## src/verilog/dcr_regs.svh

```systemverilog
// register offsets, field positions and reset values of the converter control bank
`ifndef DCR_REGS_SVH
`define DCR_REGS_SVH

// ----------------------------------------
// register offsets
// ----------------------------------------
`define DCR_OFS_GAIN_B      8'h0A
`define DCR_OFS_GAIN_A      8'h0B
`define DCR_OFS_POWER_MODE  8'h0D
`define DCR_OFS_CABLE       8'h10
`define DCR_OFS_SD_HIGH     8'h12
`define DCR_OFS_LUMA_HIGH   8'h13
`define DCR_OFS_CHROMA_HIGH 8'h14
`define DCR_OFS_LOW_BITS    8'h15
`define DCR_OFS_CTRL_PINS   8'h16
`define DCR_OFS_SOFT_RESET  8'h17

// ----------------------------------------
// field positions
// ----------------------------------------
`define DCR_BIT_CABLE_DAC1  0
`define DCR_BIT_CABLE_DAC2  1
`define DCR_BIT_AUTO_PD     4
`define DCR_BIT_SOFT_RESET  1
`define DCR_LP_WIDTH        3

// ----------------------------------------
// reset values and gain limits
// ----------------------------------------
`define DCR_RST_GAIN        8'h00
`define DCR_RST_POWER_MODE  3'h0
`define DCR_RST_AUTO_PD     1'h0
`define DCR_GAIN_POS_MAX    8'h40
`define DCR_GAIN_NEG_MAX    8'hC0

`endif

```

## src/verilog/dcr_pkg.sv

```systemverilog
// types shared by the converter control bank
package dcr_pkg;

  // host-port register request, one access per cycle
  typedef struct packed {
    logic [7:0] addr;
    logic       wr;
    logic       rd;
    logic [7:0] wdata;
  } dcr_req_t;

  // sampled control pins, blank in bit 0 up to serial-out/lock in bit 5
  typedef struct packed {
    logic subcarrier_lock_or_serial_out_pin;
    logic sd_hsync;
    logic sd_vsync;
    logic pixel_hsync;
    logic pixel_vsync;
    logic pixel_blank;
  } dcr_ctrl_pins_t;

  // gain trim handed to the two converter groups
  typedef struct packed {
    logic signed [7:0] group_a;
    logic signed [7:0] group_b;
  } dcr_gain_t;

endpackage : dcr_pkg

```

## src/verilog/dcr_bank.sv

```systemverilog
// converter gain, power, cable presence, pin readback and soft reset register bank
`timescale 1ns/1ps
`include "dcr_regs.svh"
module dcr_bank #(
  parameter int BUS_WIDTH = 10
) (
  input  wire logic                    clk_sys_in,
  input  wire logic                    rst_n_in,
  input  wire dcr_pkg::dcr_req_t       req_in,
  input  wire logic [BUS_WIDTH-1:0]    sd_bus_in,
  input  wire logic [BUS_WIDTH-1:0]    luma_bus_in,
  input  wire logic [BUS_WIDTH-1:0]    chroma_bus_in,
  input  wire dcr_pkg::dcr_ctrl_pins_t ctrl_pins_in,
  input  wire logic                    dac1_unconnected_in,
  input  wire logic                    dac2_unconnected_in,
  output logic [7:0]                   rdata_out,
  output logic                         rvalid_out,
  output dcr_pkg::dcr_gain_t           gain_out,
  output logic [`DCR_LP_WIDTH-1:0]     dac_low_power_out,
  output logic                         device_reset_out
);

  if (BUS_WIDTH != 10) begin : g_bad_bus
    $error("dcr_bank: readback layout needs BUS_WIDTH of 10");
  end

  // ----------------------------------------
  // reset release
  // ----------------------------------------
  logic rst_meta_q;
  logic rst_sync_q;

  always_ff @(posedge clk_sys_in or negedge rst_n_in) begin
    if (!rst_n_in) begin
      rst_meta_q <= 1'b0;
      rst_sync_q <= 1'b0;
    end else begin
      rst_meta_q <= 1'b1;
      rst_sync_q <= rst_meta_q;
    end
  end

  // ----------------------------------------
  // pin sampling
  // ----------------------------------------
  localparam int PIN_W = 3 * BUS_WIDTH + 6 + 2;

  logic [PIN_W-1:0] pins_sync;
  logic [9:0]       sd_s;
  logic [9:0]       luma_s;
  logic [9:0]       chroma_s;
  logic [5:0]       ctrl_s;
  logic [1:0]       unconn_s;

  // bus pins are asynchronous to the register clock, so every bit is synchronised
  dcr_pin_sync #(
    .WIDTH (PIN_W)
  ) u_pin_sync (
    .clk_sys_in (clk_sys_in),
    .rst_n_in   (rst_sync_q),
    .async_in   ({sd_bus_in, luma_bus_in, chroma_bus_in, ctrl_pins_in,
                  dac2_unconnected_in, dac1_unconnected_in}),
    .sync_out   (pins_sync)
  );

  always_comb begin
    {sd_s, luma_s, chroma_s, ctrl_s, unconn_s} = pins_sync;
  end

  // ----------------------------------------
  // control registers
  // ----------------------------------------
  logic [7:0]               gain_a_q;
  logic [7:0]               gain_a_d;
  logic [7:0]               gain_b_q;
  logic [7:0]               gain_b_d;
  logic [`DCR_LP_WIDTH-1:0] power_q;
  logic [`DCR_LP_WIDTH-1:0] power_d;
  logic                     auto_pd_q;
  logic                     auto_pd_d;
  logic                     soft_rst_q;
  logic                     soft_rst_d;

  always_comb begin
    gain_a_d   = gain_a_q;
    gain_b_d   = gain_b_q;
    power_d    = power_q;
    auto_pd_d  = auto_pd_q;
    soft_rst_d = 1'b0;
    if (soft_rst_q) begin
      // the reset cycle returns every control field to its reset value
      gain_a_d  = `DCR_RST_GAIN;
      gain_b_d  = `DCR_RST_GAIN;
      power_d   = `DCR_RST_POWER_MODE;
      auto_pd_d = `DCR_RST_AUTO_PD;
    end else if (req_in.wr) begin
      unique case (req_in.addr)
        `DCR_OFS_GAIN_A:     gain_a_d = req_in.wdata;
        `DCR_OFS_GAIN_B:     gain_b_d = req_in.wdata;
        `DCR_OFS_POWER_MODE: power_d = req_in.wdata[`DCR_LP_WIDTH-1:0];
        `DCR_OFS_CABLE:      auto_pd_d = req_in.wdata[`DCR_BIT_AUTO_PD];
        `DCR_OFS_SOFT_RESET: soft_rst_d = req_in.wdata[`DCR_BIT_SOFT_RESET];
        // readback registers and unmapped offsets ignore writes
        default: ;
      endcase
    end
  end

  always_ff @(posedge clk_sys_in or negedge rst_sync_q) begin
    if (!rst_sync_q) begin
      gain_a_q   <= `DCR_RST_GAIN;
      gain_b_q   <= `DCR_RST_GAIN;
      power_q    <= `DCR_RST_POWER_MODE;
      auto_pd_q  <= `DCR_RST_AUTO_PD;
      soft_rst_q <= 1'b0;
    end else begin
      gain_a_q   <= gain_a_d;
      gain_b_q   <= gain_b_d;
      power_q    <= power_d;
      auto_pd_q  <= auto_pd_d;
      soft_rst_q <= soft_rst_d;
    end
  end

  // ----------------------------------------
  // converter drive
  // ----------------------------------------
  // codes beyond the trim range saturate rather than wrap, so a stray code never flips sign
  function automatic logic [7:0] dcr_clamp(input logic [7:0] code);
    logic [7:0] res;
    res = code;
    if (!code[7] && code > `DCR_GAIN_POS_MAX) begin
      res = `DCR_GAIN_POS_MAX;
    end else if (code[7] && code < `DCR_GAIN_NEG_MAX) begin
      res = `DCR_GAIN_NEG_MAX;
    end
    return res;
  endfunction : dcr_clamp

  dcr_pkg::dcr_gain_t       gain_q;
  dcr_pkg::dcr_gain_t       gain_d;
  logic [`DCR_LP_WIDTH-1:0] lp_q;
  logic [`DCR_LP_WIDTH-1:0] lp_d;

  always_comb begin
    gain_d.group_a = dcr_clamp(gain_a_q);
    gain_d.group_b = dcr_clamp(gain_b_q);
    lp_d           = power_q;
    if (auto_pd_q) begin
      // only converters one and two have a cable sense
      lp_d[0] = power_q[0] | unconn_s[0];
      lp_d[1] = power_q[1] | unconn_s[1];
    end
  end

  always_ff @(posedge clk_sys_in or negedge rst_sync_q) begin
    if (!rst_sync_q) begin
      gain_q <= '0;
      lp_q   <= '0;
    end else begin
      gain_q <= gain_d;
      lp_q   <= lp_d;
    end
  end

  // ----------------------------------------
  // read path
  // ----------------------------------------
  logic [7:0] rdata_q;
  logic [7:0] rdata_d;
  logic       rvalid_q;
  logic       rvalid_d;

  always_comb begin
    rdata_d  = rdata_q;
    rvalid_d = req_in.rd;
    if (req_in.rd) begin
      unique case (req_in.addr)
        `DCR_OFS_GAIN_A:      rdata_d = gain_a_q;
        `DCR_OFS_GAIN_B:      rdata_d = gain_b_q;
        `DCR_OFS_POWER_MODE:  rdata_d = {5'h00, power_q};
        `DCR_OFS_CABLE:       rdata_d = {3'h0, auto_pd_q, 2'h0, unconn_s};
        `DCR_OFS_SD_HIGH:     rdata_d = sd_s[9:2];
        `DCR_OFS_LUMA_HIGH:   rdata_d = luma_s[9:2];
        `DCR_OFS_CHROMA_HIGH: rdata_d = chroma_s[9:2];
        `DCR_OFS_LOW_BITS:    rdata_d = {2'h0, sd_s[1:0], luma_s[1:0], chroma_s[1:0]};
        `DCR_OFS_CTRL_PINS:   rdata_d = {2'h0, ctrl_s};
        `DCR_OFS_SOFT_RESET:  rdata_d = {6'h00, soft_rst_q, 1'b0};
        default:              rdata_d = 8'h00;
      endcase
    end
  end

  always_ff @(posedge clk_sys_in or negedge rst_sync_q) begin
    if (!rst_sync_q) begin
      rdata_q  <= 8'h00;
      rvalid_q <= 1'b0;
    end else begin
      rdata_q  <= rdata_d;
      rvalid_q <= rvalid_d;
    end
  end

  // ----------------------------------------
  // outputs
  // ----------------------------------------
  always_comb begin
    rdata_out         = rdata_q;
    rvalid_out        = rvalid_q;
    gain_out          = gain_q;
    dac_low_power_out = lp_q;
    device_reset_out  = soft_rst_q;
  end

endmodule : dcr_bank

```

## src/verilog/dcr_pin_sync.sv

```systemverilog
// two-flop synchroniser for a vector of asynchronous pins
`timescale 1ns/1ps
module dcr_pin_sync #(
  parameter int WIDTH = 8
) (
  input  wire logic             clk_sys_in,
  input  wire logic             rst_n_in,
  input  wire logic [WIDTH-1:0] async_in,
  output logic      [WIDTH-1:0] sync_out
);

  if (WIDTH < 1) begin : g_bad_width
    $error("dcr_pin_sync: WIDTH must be at least 1");
  end

  // ----------------------------------------
  // per-bit two-flop chain
  // ----------------------------------------
  for (genvar i = 0; i < WIDTH; i++) begin : g_bit
    logic meta_q;
    logic meta_d;
    logic stable_q;
    logic stable_d;

    always_comb begin
      meta_d   = async_in[i];
      stable_d = meta_q;
    end

    always_ff @(posedge clk_sys_in or negedge rst_n_in) begin
      if (!rst_n_in) begin
        meta_q   <= 1'b0;
        stable_q <= 1'b0;
      end else begin
        meta_q   <= meta_d;
        stable_q <= stable_d;
      end
    end

    assign sync_out[i] = stable_q;
  end

endmodule : dcr_pin_sync

```

## config.mk

```make
export PLATFORM = sky130hd
export DESIGN_NAME = dcr_bank
export DESIGN_NICKNAME = d
export VERILOG_FILES = /design/src/verilog/dcr_pkg.sv /design/src/verilog/dcr_bank.sv /design/src/verilog/dcr_pin_sync.sv
export VERILOG_INCLUDE_DIRS = /design/src /design/src/verilog
export SDC_FILE = /design/constraint.sdc
export NUM_CORES = 1
export LEC_CHECK = 0
export BUFFER_PORTS_ARGS = -buffer_cell sky130_fd_sc_hd__buf_2
export CELL_PAD_IN_SITES_DETAIL_PLACEMENT = 2
export CELL_PAD_IN_SITES_GLOBAL_PLACEMENT = 2
export CORE_UTILIZATION = 30
export CTS_BUF_LIST = sky130_fd_sc_hd__clkbuf_8
export DETAILED_ROUTE_END_ITERATION = 6
export GPL_TIMING_DRIVEN = 1
export PLACE_DENSITY_LB_ADDON = 0.3
export SYNTH_ARGS = -nofsm -noshare
export SYNTH_HDL_FRONTEND = slang
export SYNTH_SLANG_ARGS = --single-unit
```

## constraint.sdc

```tcl
create_clock -name clk_sys_in -period 3.6 [get_ports clk_sys_in]
set_clock_uncertainty 0.15 [all_clocks]
set_input_delay 0.18 -clock clk_sys_in [delete_from_list [all_inputs] [get_ports clk_sys_in]]
set_output_delay 0.18 -clock clk_sys_in [all_outputs]
set_load 0.01 [all_outputs]
```

Word level (Yosys, flattened, before mapping)
Cells that the tools add are included.

Order comparisons: 4. Mux-type cells: 21. Reduce and logical (&&, ||, !) cells: 15. Bitwise gates (word level): 2. Eq/ne operators: 10.

Operators by type and width (count): $mux W8 (10); $pmux W8 S10 (1); $eq A8 B5 Y1 const B (7); $eq A8 B4 Y1 const B (3); $gt A8 B7 Y1 const B (2); $lt A8 B8 Y1 const B (2); $reduce_bool A2 Y1 (5); $mux W3 (3); $reduce_and A2 Y1 (4); $mux W1 (6); $logic_and A1 B1 Y1 (4); $logic_not A1 Y1 (2); $mux W2 (1); $or A1 B1 Y1 (2).

Logic and storage cells: 140. Bits in registers: 127. Bits of input ports: 58. Output and inout port bits: 29.

Longest topological paths before layout
Gate-level depths: netlist (run 1).

Word-level depth: 4. Mapped depth: 7. Mapped depth without buffers: 5.

Cells and area by module
Synthesis (run 1) repeated with hierarchy kept, for this count alone.

Cells, all modules: 378. Area, all modules: 4850.9 um^2.

Modules (own cells, without submodules): dcr_bank (cells each 264, instances 1, area each 2663.8 um^2, sequential area each 1276.2 um^2); dcr_pin_sync (cells each 114, instances 1, area each 2187.1 um^2, sequential area each 1901.8 um^2).

Worst setup path after synthesis (run 1)
No wires, ideal clock.

Path kind: in2reg. Start point: input req_in[12] in the netlist's numbering. End point: register rdata_q[5] (netlist: rdata_out[5]). Data arrival time: 1.415 ns. Stages: 6. Slack: 1.949 ns. Required time: 3.364 ns. Cell sequence: buf_6 or4b_4 nor3_4 a22oi_1 o32a_1 o21ai_0.

Cells in the longest elaborated chain, start to end: 2. Elaborated cells between the ends (all ways): 11. Those cells by class: eq/ne (10); mux (1).

RTL lines: from (decl) (RTL line dcr_bank.sv:9) `input wire dcr_pkg::dcr_req_t req_in,`; $eq A8 B5 Y1 / $eq A8 B4 Y1 (equally long branches) (RTL line dcr_bank.sv:178) `unique case (req_in.addr)`; $pmux W8 S10 * (RTL line dcr_bank.sv:178); to (signal assigned) (RTL line dcr_bank.sv:199) `rdata_q <= rdata_d;`; to (decl) (RTL line dcr_bank.sv:169) `logic [7:0] rdata_q;`.

Every way passes the cells marked *; elsewhere a longest branch is shown, timed or not. A chain may end at the register's enable or synchronous reset.

Worst setup path after layout (run 1)
Start point: input req_in[14] in the netlist's numbering. End point: register soft_rst_q (netlist: device_reset_out).

Cells in the longest elaborated chain, start to end: 4.

RTL lines: $eq A8 B5 Y1 (RTL line dcr_bank.sv:97) `unique case (req_in.addr)`; $mux W1 (RTL line dcr_bank.sv:97); $mux W1 (RTL line dcr_bank.sv:96) `end else if (req_in.wr) begin`; $mux W1 (RTL line dcr_bank.sv:90) `if (soft_rst_q) begin`; named net soft_rst_d (RTL line dcr_bank.sv:82) `logic soft_rst_d;`; to (signal assigned) (RTL line dcr_bank.sv:121) `soft_rst_q <= soft_rst_d;`; to (decl) (RTL line dcr_bank.sv:81) `logic soft_rst_q;`.

The timed path passes the listed nets, and every way through them passes these cells.

==> metrics.yaml, run 1 <==
grt:
  antenna_found_initial: 0
  grt_pass1_vias: 3529
  track_usage_pct: 17.0
  grt_overflow: 0
  grt_start_max_net_pins: 79
  grt_pass1_wl_mm: 18.7
flow_run:
  drv_cap: 0
timing:
  worstMarginPinSlew_ns: 1.04
  relSlewSlack_pct: 30.5
  setup_ws_ns: 1.50
  setup_viol: 0
  drv_slew: 0
  layout_min_cycle_time_ns: 2.10
  grt_setup_unrepaired: "false"
  setup_tns_ns: 0
  fmax_mhz: 476
  final-hold-violation-count: 0
  post-route-period-util_pct: 58.4
place:
  gp_congestion: 0.754
  port_buffers: 86
  dpl_worst_slack_ns: 1.42
  dp_hpwl_mm: 8.07
power:
  p_comb_share_pct: 6.6
  leakage_nw: 2.89
  sw_frac_of_total_pct: 23.4
  seq_power_share_pct: 50.3
  p_switching_w: 0.000715
  p_clk_share_pct: 43.1
  p_per_area_nw_per_um2: 506
  p_int_w: 0.00234
  vdd_drop_max_uv: 299
clocking:
  cts_made_buffers: 17
  cts.path.max_buffers: 2
  cts_root_buf: "clkbuf_8"
  clock-sinks: 127
  cts_resized: 0
  htreeDepth: 4
  insertion_delay_ns: 0.44
  clkTransAtPathRegs_ns: 0.08
  cts_tree: "yes"
synthesis:
  synth_top_area_share_pct: 71.3
  synthCells: 313
  synthFlopType: "dfrtp_1"
  synth_edf_count: 0
  synth.area.top_cells: "dfrtp_1 (71%), mux2i_1 (5.2%), nand2_1 (2.0%), and2_1 (1.8%), nor2_1 (1.6%)"
  async_reset_ff_share_pct: 100
  synth-seq-cells: 127
  synth_fp_nets: 371
  syn_area_um2: 4460
  synth_cell_types: 48
  syn_area_per_cell_um2: 14.2
  yosys.area.top_type: "dfrtp_1"
  yosysSeqAreaShare_pct: 71.3
  ys_top_cells_by_count: "dfrtp_1 (127), nand2_1 (24), mux2i_1 (23)"
  synth_most_common_cell: "dfrtp_1"
  synth-warning-count: 0
worst_setup_path:
  path_max_fanout: 10
  cp.required_ns: 3.83
  crit_path_end_kind: "flop"
  criticalPathCategory: "in -> reg"
  cp-start-kind: "primary input"
  arrival_ns: 2.33
detailed_routing:
  wire_per_inst_um: 18.0
  via_count: 3042
  first_pass_iters: 5
  drt-initial-drc-count: 143
  routed_wl_mm: 11.8
  via_per_inst: 4.64
  ant_nets: 0
  drc: 0
outcome:
  status: "finished, final reports clean"
final_layout:
  final_nets: 516
  synthToLayoutAreaGrowth_pct: 35.2
  drive_above_1_share_pct: 29.7
  utilization_pct: 41.5
hold_path:
  hold_class: "in -> reg"
die:
  fp.dieW_um: 124
  die_h_um: 124
  start_util_pct: 30.7
  coreArea_um2: 14500
  rows: 44
  fp.dieArea_um2: 15300
  pin_count: 87
flip-flops by register name (all words and copies together) (netlist names), 3 cells and up:
| signal | count |
|---|---|
| u_pin_sync.g_bit.stable_q | 38 |
| dac_low_power_out | 3 |
| power_q | 3 |
| gain_a_q | 8 |
| rdata_out | 8 |
| gain_b_q | 8 |
| gain_out | 16 |
| u_pin_sync.g_bit.meta_q | 38 |
layer usage:
layer | vias up | track usage, % | share of wire (%)
li1 | 1381 | - | -
met1 | 1561 | 19.6 | 41
met2 | 84 | 29.3 | 53
met3 | 16 | 5.36 | 5.4
met4 | 0 | 6.70 | 1.4
met5 | - | 0 | 0
worst max-delay path, stage by stage:
cell and delay (ns):
buf_2 0.12, nor2b_1 0.17, nor4b_2 0.86, nand2_1 0.13, nor4_1 0.28, dlygate4sd3_1 0.59
power groups by stage:
stage,combinational [W],sequential [W],clock (W)
after global routing,0.000224,0.00154,0.00141
after global placement,0.000155,0.00156,0
after CTS,0.000204,0.00154,0.00136
after floorplan,0.0000661,0.00156,0
after detailed placement,0.000162,0.00156,0
final,0.000202,0.00153,0.00131
what timing repair did:
item | 4_1_cts | 5_1_grt
setup buffers | 0 | 0
endpoints found under the hold margin | 63 | 0
hold buffers | 51 | 0
layout make-up:
type | instances | area (um^2)
diodes | 1 | 2.50
fillers | 1480 | 8510
clock inverters | 12 | 158
well taps | 184 | 230
repair buffers | 139 | 968
clock buffers | 20 | 275
inverters | 3 | 11.3
flip-flops and latches | 127 | 3180
multi-input cells | 170 | 1200
path summary, 6_finish.rpt:
kind	start	end	slack (ns)	depth (start not counted)
setup / recovery	req_in[14]	device_reset_out$_DFF_PN0_	1.50	6
hold / removal	req_in[9]	auto_pd_q$_DFFE_PN0P_	0.07	4
setup reg to reg	device_reset_out$_DFF_PN0_	device_reset_out$_DFF_PN0_	1.85	3
hold reg to reg	rst_sync_q$_DFF_PN0_	u_pin_sync.g_bit[36].meta_q$_DFF_PN0_	0.20	0
max in group asynchronous	rst_sync_q$_DFF_PN0_	u_pin_sync.g_bit[5].stable_q$_DFF_PN0_	2.27	1
min in group asynchronous	rst_sync_q$_DFF_PN0_	u_pin_sync.g_bit[36].meta_q$_DFF_PN0_	0.20	0
layout by cell type, fill, tap and decap left out, types with 2 or more instances in the layout:
cell type      Yosys  final
nand2b_1           2      2
nand2_1           24     24
mux2_2             4      4
a22oi_1            4      4
a32o_1             2      2
and2_1            13     13
nand4_1            4      4
a41oi_1            2      2
inv_1              3      3
o2bb2ai_1          8      8
or2_2              3      3
nand3b_1           2      2
o21ai_0            4      4
dfrtp_1          127    126
nor3_1             2      2
buf_2              4     86
inv_6              0      2
a21oi_2            4      4
mux2i_1           23     23
nand3_1            7      7
clkbuf_8           0     20
a21o_1             3      3
dlygate4sd3_1      0     51
xnor2_1            2      2
bufinv_16          0      3
clkinvlp_4         0      6
a32oi_1            4      4
o211a_1            2      2
and3_1             3      3
nor2_1            19     19
nor2b_1            3      3
nor3_4             2      2
a21oi_1            6      6
through the flow:
stage,power [W],hold WS (ns),cell area [um^2],cells
6_report,0.00305,0.0662,6030,656
5_1_grt,0.00318,0.0808,6020,655
4_1_cts,0.00310,0.0415,6020,655
3_5_place_dp,0.00173,-0.179,5080,572
3_3_place_gp,0.00172,-0.184,5080,572
2_1_floorplan,0.00163,-0.266,4460,313
cells by family after synthesis:
family,Yosys count,share of synthesized area [%]
AOI/OAI and AO/OA,47,8.25
other,1,0.0841
xor gates and xnor gates,2,0.393
muxes,27,6.18
DFF,127,71.3
and+or+nand+nor,93,12.0
buffers and inverters,16,1.80
(Power assumes the default switching activity.)
==> inputs of run 2 (changes only) <==
==> constraint.sdc (replaced) <==
create_clock -name clk_sys_in -period 1.7 [get_ports clk_sys_in]
set_clock_uncertainty 0.15 [all_clocks]
set_input_delay 0.085 -clock clk_sys_in [delete_from_list [all_inputs] [get_ports clk_sys_in]]
set_output_delay 0.085 -clock clk_sys_in [all_outputs]
set_load 0.01 [all_outputs]
==> metrics.yaml, run 2 (synthesized netlist as in run 1, its figures left out) <==
outcome:
  status: "finished, final reports clean"
grt:
  antenna_found_initial: 0  # unchanged
  busiest_layer: "met2"
  track_usage_pct: 18.0  # +1.0 points
  grt_pass1_vias: 3542  # +0.37%
  grt_pass1_wl_mm: 19.6  # +5.0%
  grt_start_max_net_pins: 41  # -48%
  grt_overflow: 0  # unchanged
  grt.met3_usage_pct: 5.04  # -0.32 points
  use_met2_pct: 30.0  # +0.69 points
  use_met1_pct: 21.8  # +2.2 points
hold_path:
  holdCritStartpoint: "req_in[14]"
  hold_class: "in -> reg"
  min_to: "device_reset_out$_DFF_PN0_"
  whs_path_depth: 5  # +1
worst_setup_path:
  cp-start-kind: "primary input"
  cp.required_ns: 1.89  # -1.94 ns
  path_common_cell: "dlygate4sd3_1"
  crit_chain: "clkbuf_4 -> dlygate4sd3_1 -> nand2_2 -> dlygate4sd3_1 -> nor4_2"
  arrival_ns: 1.84  # -0.49 ns
  cp_slowest_stage_delay_ns: 0.62  # -0.24 ns
  crit_path_end_kind: "flop"
  reg2reg_depth: 4  # +1
  criticalPathCategory: "in -> reg"
  r2r-end: "rdata_out[4]$_DFFE_PN0P_"
  r2r_slack_ns: 0.14  # -1.71 ns
  path_max_fanout: 12  # +2
  crit_buf_inv: 3  # +1
  r2r_start: "auto_pd_q$_DFFE_PN0P_"
  slowest_stage: "dlygate4sd3_1"
  timing.critical_path.max_delay_family: "buffers and inverters"
place:
  port_buffers: 86  # unchanged
  gp_congestion: 0.786  # +4.3%
  dp_hpwl_mm: 8.21  # +1.6%
  placed_area_um2: 5270  # +3.8%
final_layout:
  synthToLayoutAreaGrowth_pct: 42.3
  drive_above_1_share_pct: 34.2  # +4.5 points
  layout_commonest_cell: "dfrtp_1"
  final_cell_area_um2: 6340  # +5.2%
  final_cell_mix: "dfrtp_1 (126), buf_2 (85), dlygate4sd3_1 (57)"
  utilization_pct: 43.6  # +2.2 points
  diodes: 0  # -1
  final_nets: 550  # +6.6%
timing:
  layout_min_cycle_time_ns: 1.65
  fmax_mhz: 607
  final-hold-violation-count: 0  # unchanged
  post-route-period-util_pct: 97.0
  setup_viol: 0  # unchanged
  drv_slew: 0  # unchanged
power:
  vdd_drop_max_uv: 561  # +87%
  p_total_w: 0.00628  # +110%
  leakage_nw: 3.09  # +6.8%
  p_per_area_nw_per_um2: 991  # +96%
clocking:
  clkTransAtPathRegs_ns: 0.07  # about the same
  cts_tree: "yes"
  cts_made_buffers: 17  # unchanged
  cts_root_buf: "clkbuf_8"
  clock-sinks: 127  # unchanged
  cts.path.max_buffers: 2  # unchanged
  insertion_delay_ns: 0.43  # about the same
  htreeDepth: 4  # unchanged
die:
  die_h_um: 124  # unchanged
  rows: 44  # unchanged
  start_util_pct: 30.7  # unchanged
  coreArea_um2: 14500  # unchanged
  fp.dieW_um: 124  # unchanged
  fp.dieArea_um2: 15300  # unchanged
  pin_count: 87  # unchanged
detailed_routing:
  drt-initial-drc-count: 75  # -48%
  via_count: 3181  # +4.6%
  wire_per_inst_um: 18.2  # +0.73%
  routed_wl_mm: 12.5  # +5.5%
  via_per_inst: 4.63  # -0.15%
  ant_nets: 0  # unchanged
  drc: 0  # unchanged
  first_pass_iters: 4  # -1
flow_run:
  drv_cap: 0  # unchanged
-- run 2: worst max-delay path by stage --
stage                     slack (ns)  cells past startpoint       start                         end
after floorplan                 0.14                      6  req_in[12]    rdata_out[5]$_DFFE_PN0P_
after global placement         -0.03                      6  req_in[15]    rdata_out[3]$_DFFE_PN0P_
after detailed placement       -0.10                      6  req_in[15]     gain_b_q[5]$_DFFE_PN0P_
after CTS                       0.01                      8  req_in[12]    rdata_out[6]$_DFFE_PN0P_
after global routing          -0.002                      8  req_in[16]    rdata_out[7]$_DFFE_PN0P_
final                           0.05                      5  req_in[11]  device_reset_out$_DFF_PN0_
-- run 2: layout make-up --
type	instances	area (um^2)
multi-input cells	170	1270
clock buffers	21	289
clock inverters	9	92.6
well taps	184	230
inverters	3	11.3
flip-flops and latches	127	3180
repair buffers	173	1270
fillers	1472	8190
-- run 2: tightest hold or removal path, cell delays in order --
cell and delay, ns:
buf_2 0.13, nor2b_4 0.14, nor4b_4 0.13, nand2_1 0.09, nor4_2 0.06
-- run 2: repair_timing --
| action | 4_1_cts | 5_1_grt |
|---|---|---|
| buffers inserted | 0 | 3 |
| gates resized for setup | 0 | 17 |
| endpoints found under the setup margin | 0 | 23 |
| endpoints found under the hold margin | 64 | 0 |
| hold buffers | 58 | 0 |
-- run 2: routing by layer --
metal	vias up	share of wire [%]	routed length, um
met3	18	3.9	490
met1	1621	43	5390
met4	0	1.9	235
met5	-	0	0
met2	92	51	6370
li1	1450	-	-
-- run 2: report_power, final --
part	internal [W]	switching [W]	leakage, nW
Sequential	0.00316	0.0000769	1.58
Combinational	0.000265	0.000252	1.29
Clock	0.00142	0.00111	0.209
-- run 2: through the flow --
stage | hold slack [ns] | setup TNS, ns | setup WS (ns) | cells
2_1_floorplan | -0.361 | 0 | 0.144 | 313
3_3_place_gp | -0.278 | -0.146 | -0.0291 | 596
3_5_place_dp | -0.277 | -0.835 | -0.100 | 596
4_1_cts | 0.0256 | 0 | 0.0119 | 684
5_1_grt | 0.0701 | -0.00193 | -0.00193 | 687
6_report | 0.0837 | 0 | 0.0513 | 687
==> inputs of run 3 (changes only) <==
--- a/config.mk
+++ b/config.mk
@@ -7,11 +7,12 @@
 export NUM_CORES = 1
 export LEC_CHECK = 0
 export BUFFER_PORTS_ARGS = -buffer_cell sky130_fd_sc_hd__buf_2
-export CELL_PAD_IN_SITES_DETAIL_PLACEMENT = 2
+export CELL_PAD_IN_SITES_DETAIL_PLACEMENT = 0
 export CELL_PAD_IN_SITES_GLOBAL_PLACEMENT = 2
 export CORE_UTILIZATION = 30
 export CTS_BUF_LIST = sky130_fd_sc_hd__clkbuf_8
 export DETAILED_ROUTE_END_ITERATION = 6
+export GPL_ROUTABILITY_DRIVEN = 1
 export GPL_TIMING_DRIVEN = 1
 export PLACE_DENSITY_LB_ADDON = 0.3
 export SYNTH_ARGS = -nofsm -noshare
==> metrics.yaml, run 3 (synthesized netlist as in run 1, its figures left out) <==
final_layout:
  drive_above_1_share_pct: 33.2  # -1.0 points
  final_cell_mix: "dfrtp_1 (126), buf_2 (86), dlygate4sd3_1 (53)"
  instances_no_fill: 682  # -0.73%
  final_nets: 542  # -1.5%
  layout_commonest_cell: "dfrtp_1"
  synthToLayoutAreaGrowth_pct: 40.4
detailed_routing:
  wire_per_inst_um: 14.7  # -19%
  first_pass_iters: 4  # unchanged
  met2WireLength_mm: 4.83  # -24%
  met1Wirelength_mm: 4.49  # -17%
  drt-initial-drc-count: 121  # +61%
  via_per_inst: 4.42  # -4.5%
  ant_nets: 0  # unchanged
  drc: 0  # unchanged
  routed_wl_mm: 10.0  # -20%
  via_count: 3016  # -5.2%
  top_layer: "met4"
  wl_met3_um: 571  # +17%
grt:
  grt_start_max_net_pins: 41  # unchanged
  grt_overflow: 0  # unchanged
  grt_pass1_wl_mm: 16.2  # -17%
  grt_pass1_vias: 3146  # -11%
  track_usage_pct: 14.8  # -3.3 points
  antenna_found_initial: 2  # +2
worst_setup_path:
  crit_path_end_kind: "flop"
  criticalPathCategory: "reg -> reg"
  setup.worst_path.start: "auto_pd_q$_DFFE_PN0P_"
  cp-start-kind: "flop"
  cp.required_ns: 1.88  # about the same
  reg2reg_depth: 4  # unchanged
  arrival_ns: 1.74  # -0.10 ns
  r2r_start: "auto_pd_q$_DFFE_PN0P_"
  r2r-end: "rdata_out[4]$_DFFE_PN0P_"
  r2r_slack_ns: 0.13  # about the same
  cp-endpoint: "rdata_out[4]$_DFFE_PN0P_"
  path_max_fanout: 4  # -8
clocking:
  post_cts_buffers: 0  # unchanged
  insertion_delay_ns: 0.43  # about the same
  clkTransAtPathRegs_ns: 0.08  # about the same
  cts_tree: "yes"
  htreeDepth: 4  # unchanged
  cts.path.max_buffers: 2  # unchanged
  cts_root_buf: "clkbuf_8"
  cts_made_buffers: 17  # unchanged
  clock-sinks: 127  # unchanged
place:
  dp_hpwl_mm: 7.22  # -12%
  gp_congestion: 0.786  # unchanged
  port_buffers: 86  # unchanged
  dp.cells: 596  # unchanged
timing:
  fmax_mhz: 639  # +5.3%
  layout_min_cycle_time_ns: 1.57  # -0.0830 ns
  post-route-period-util_pct: 92.1  # -4.9 points
  final-hold-violation-count: 0  # unchanged
  setup_viol: 0  # unchanged
  drv_slew: 0  # unchanged
  grt_setup_unrepaired: "false"
  whs_ns: 0.0531  # -0.0306 ns
die:
  coreArea_um2: 14500  # unchanged
  die_h_um: 124  # unchanged
  rows: 44  # unchanged
  fp.dieArea_um2: 15300  # unchanged
  pin_count: 87  # unchanged
  start_util_pct: 30.7  # unchanged
  fp.dieW_um: 124  # unchanged
power:
  p_total_w: 0.00651  # +3.6%
  p_per_area_nw_per_um2: 1040  # +5.0%
  vdd_drop_max_uv: 636  # +13%
  leakage_nw: 3.04  # -1.4%
hold_path:
  hold_class: "in -> reg"
outcome:
  status: "finished, final reports clean"
flow_run:
  drv_cap: 0  # unchanged
[run 3: changes by cell type in the layout (fill, tap and decap cells not counted), sizes merged, moves of 2 or more]
cell / previous run / this run
buf: 114 / 112
bufinv: 2 / 4
clkbuf: 22 / 18
clkinv: 5 / 7
clkinvlp: 0 / 2
dlygate4sd3: 57 / 53
[run 3: cell type report]
cell class              instances  area, um^2
well taps                     184         230
clock buffers                  18         248
inverters                       3        11.3
multi-input cells             170        1210
diodes                          1        2.50
repair buffers                165        1180
flip-flops and latches        127        3180
clock inverters                14         193
fillers                      1389        8280
[run 3: per-stage QoR]
| step | setup WS (ns) | util [%] | TNS (ns) | area (um^2) |
|---|---|---|---|---|
| after detailed placement | -0.0911 | 36.3 | -0.592 | 5270 |
| after CTS | 0.101 | 43.0 | 0 | 6240 |
| final | 0.134 | 43.1 | 0 | 6260 |
| after floorplan | 0.144 | - | 0 | 4460 |
| after global routing | 0.00529 | 43.0 | 0 | 6250 |
| after global placement | -0.0291 | 36.3 | -0.146 | 5270 |
[run 3: timing repair]
action,in CTS,in global routing
setup endpoints to repair,0,1
hold buffers,53,0
resized for setup,0,2
endpoints found under the hold margin,68,0
[run 3: layer usage]
layer,GRT usage [%],vias up
met3,5.91,8
met4,5.42,0
li1,-,1438
met1,18.3,1491
met5,0,-
met2,23.2,79
[run 3: worst min path at each step]
stage / startpoint / end / cells after the start
floorplan: rst_n_in / rst_meta_q$_DFF_PN0_ / 0
global placement: rst_n_in / rst_meta_q$_DFF_PN0_ / 1
detailed placement: rst_n_in / rst_meta_q$_DFF_PN0_ / 1
CTS: req_in[14] / rdata_out[4]$_DFFE_PN0P_ / 5
global route: req_in[17] / rdata_out[4]$_DFFE_PN0P_ / 5
finish: req_in[14] / rdata_out[4]$_DFFE_PN0P_ / 5
[run 3: power breakdown]
group          total [W]  leakage, nW  internal (W)  switching (W)
clock network    0.00281        0.220       0.00163        0.00117
logic           0.000468         1.24      0.000246       0.000222
registers        0.00323         1.58       0.00316      0.0000694
total            0.00651         3.04       0.00504        0.00146
[run 3: worst max-delay path, stage by stage, from the launching register on]
cell and delay, ns:
dfrtp_1 0.44, mux2_2 0.29, a221o_1 0.33, a32oi_1 0.17, o2bb2ai_1 0.08
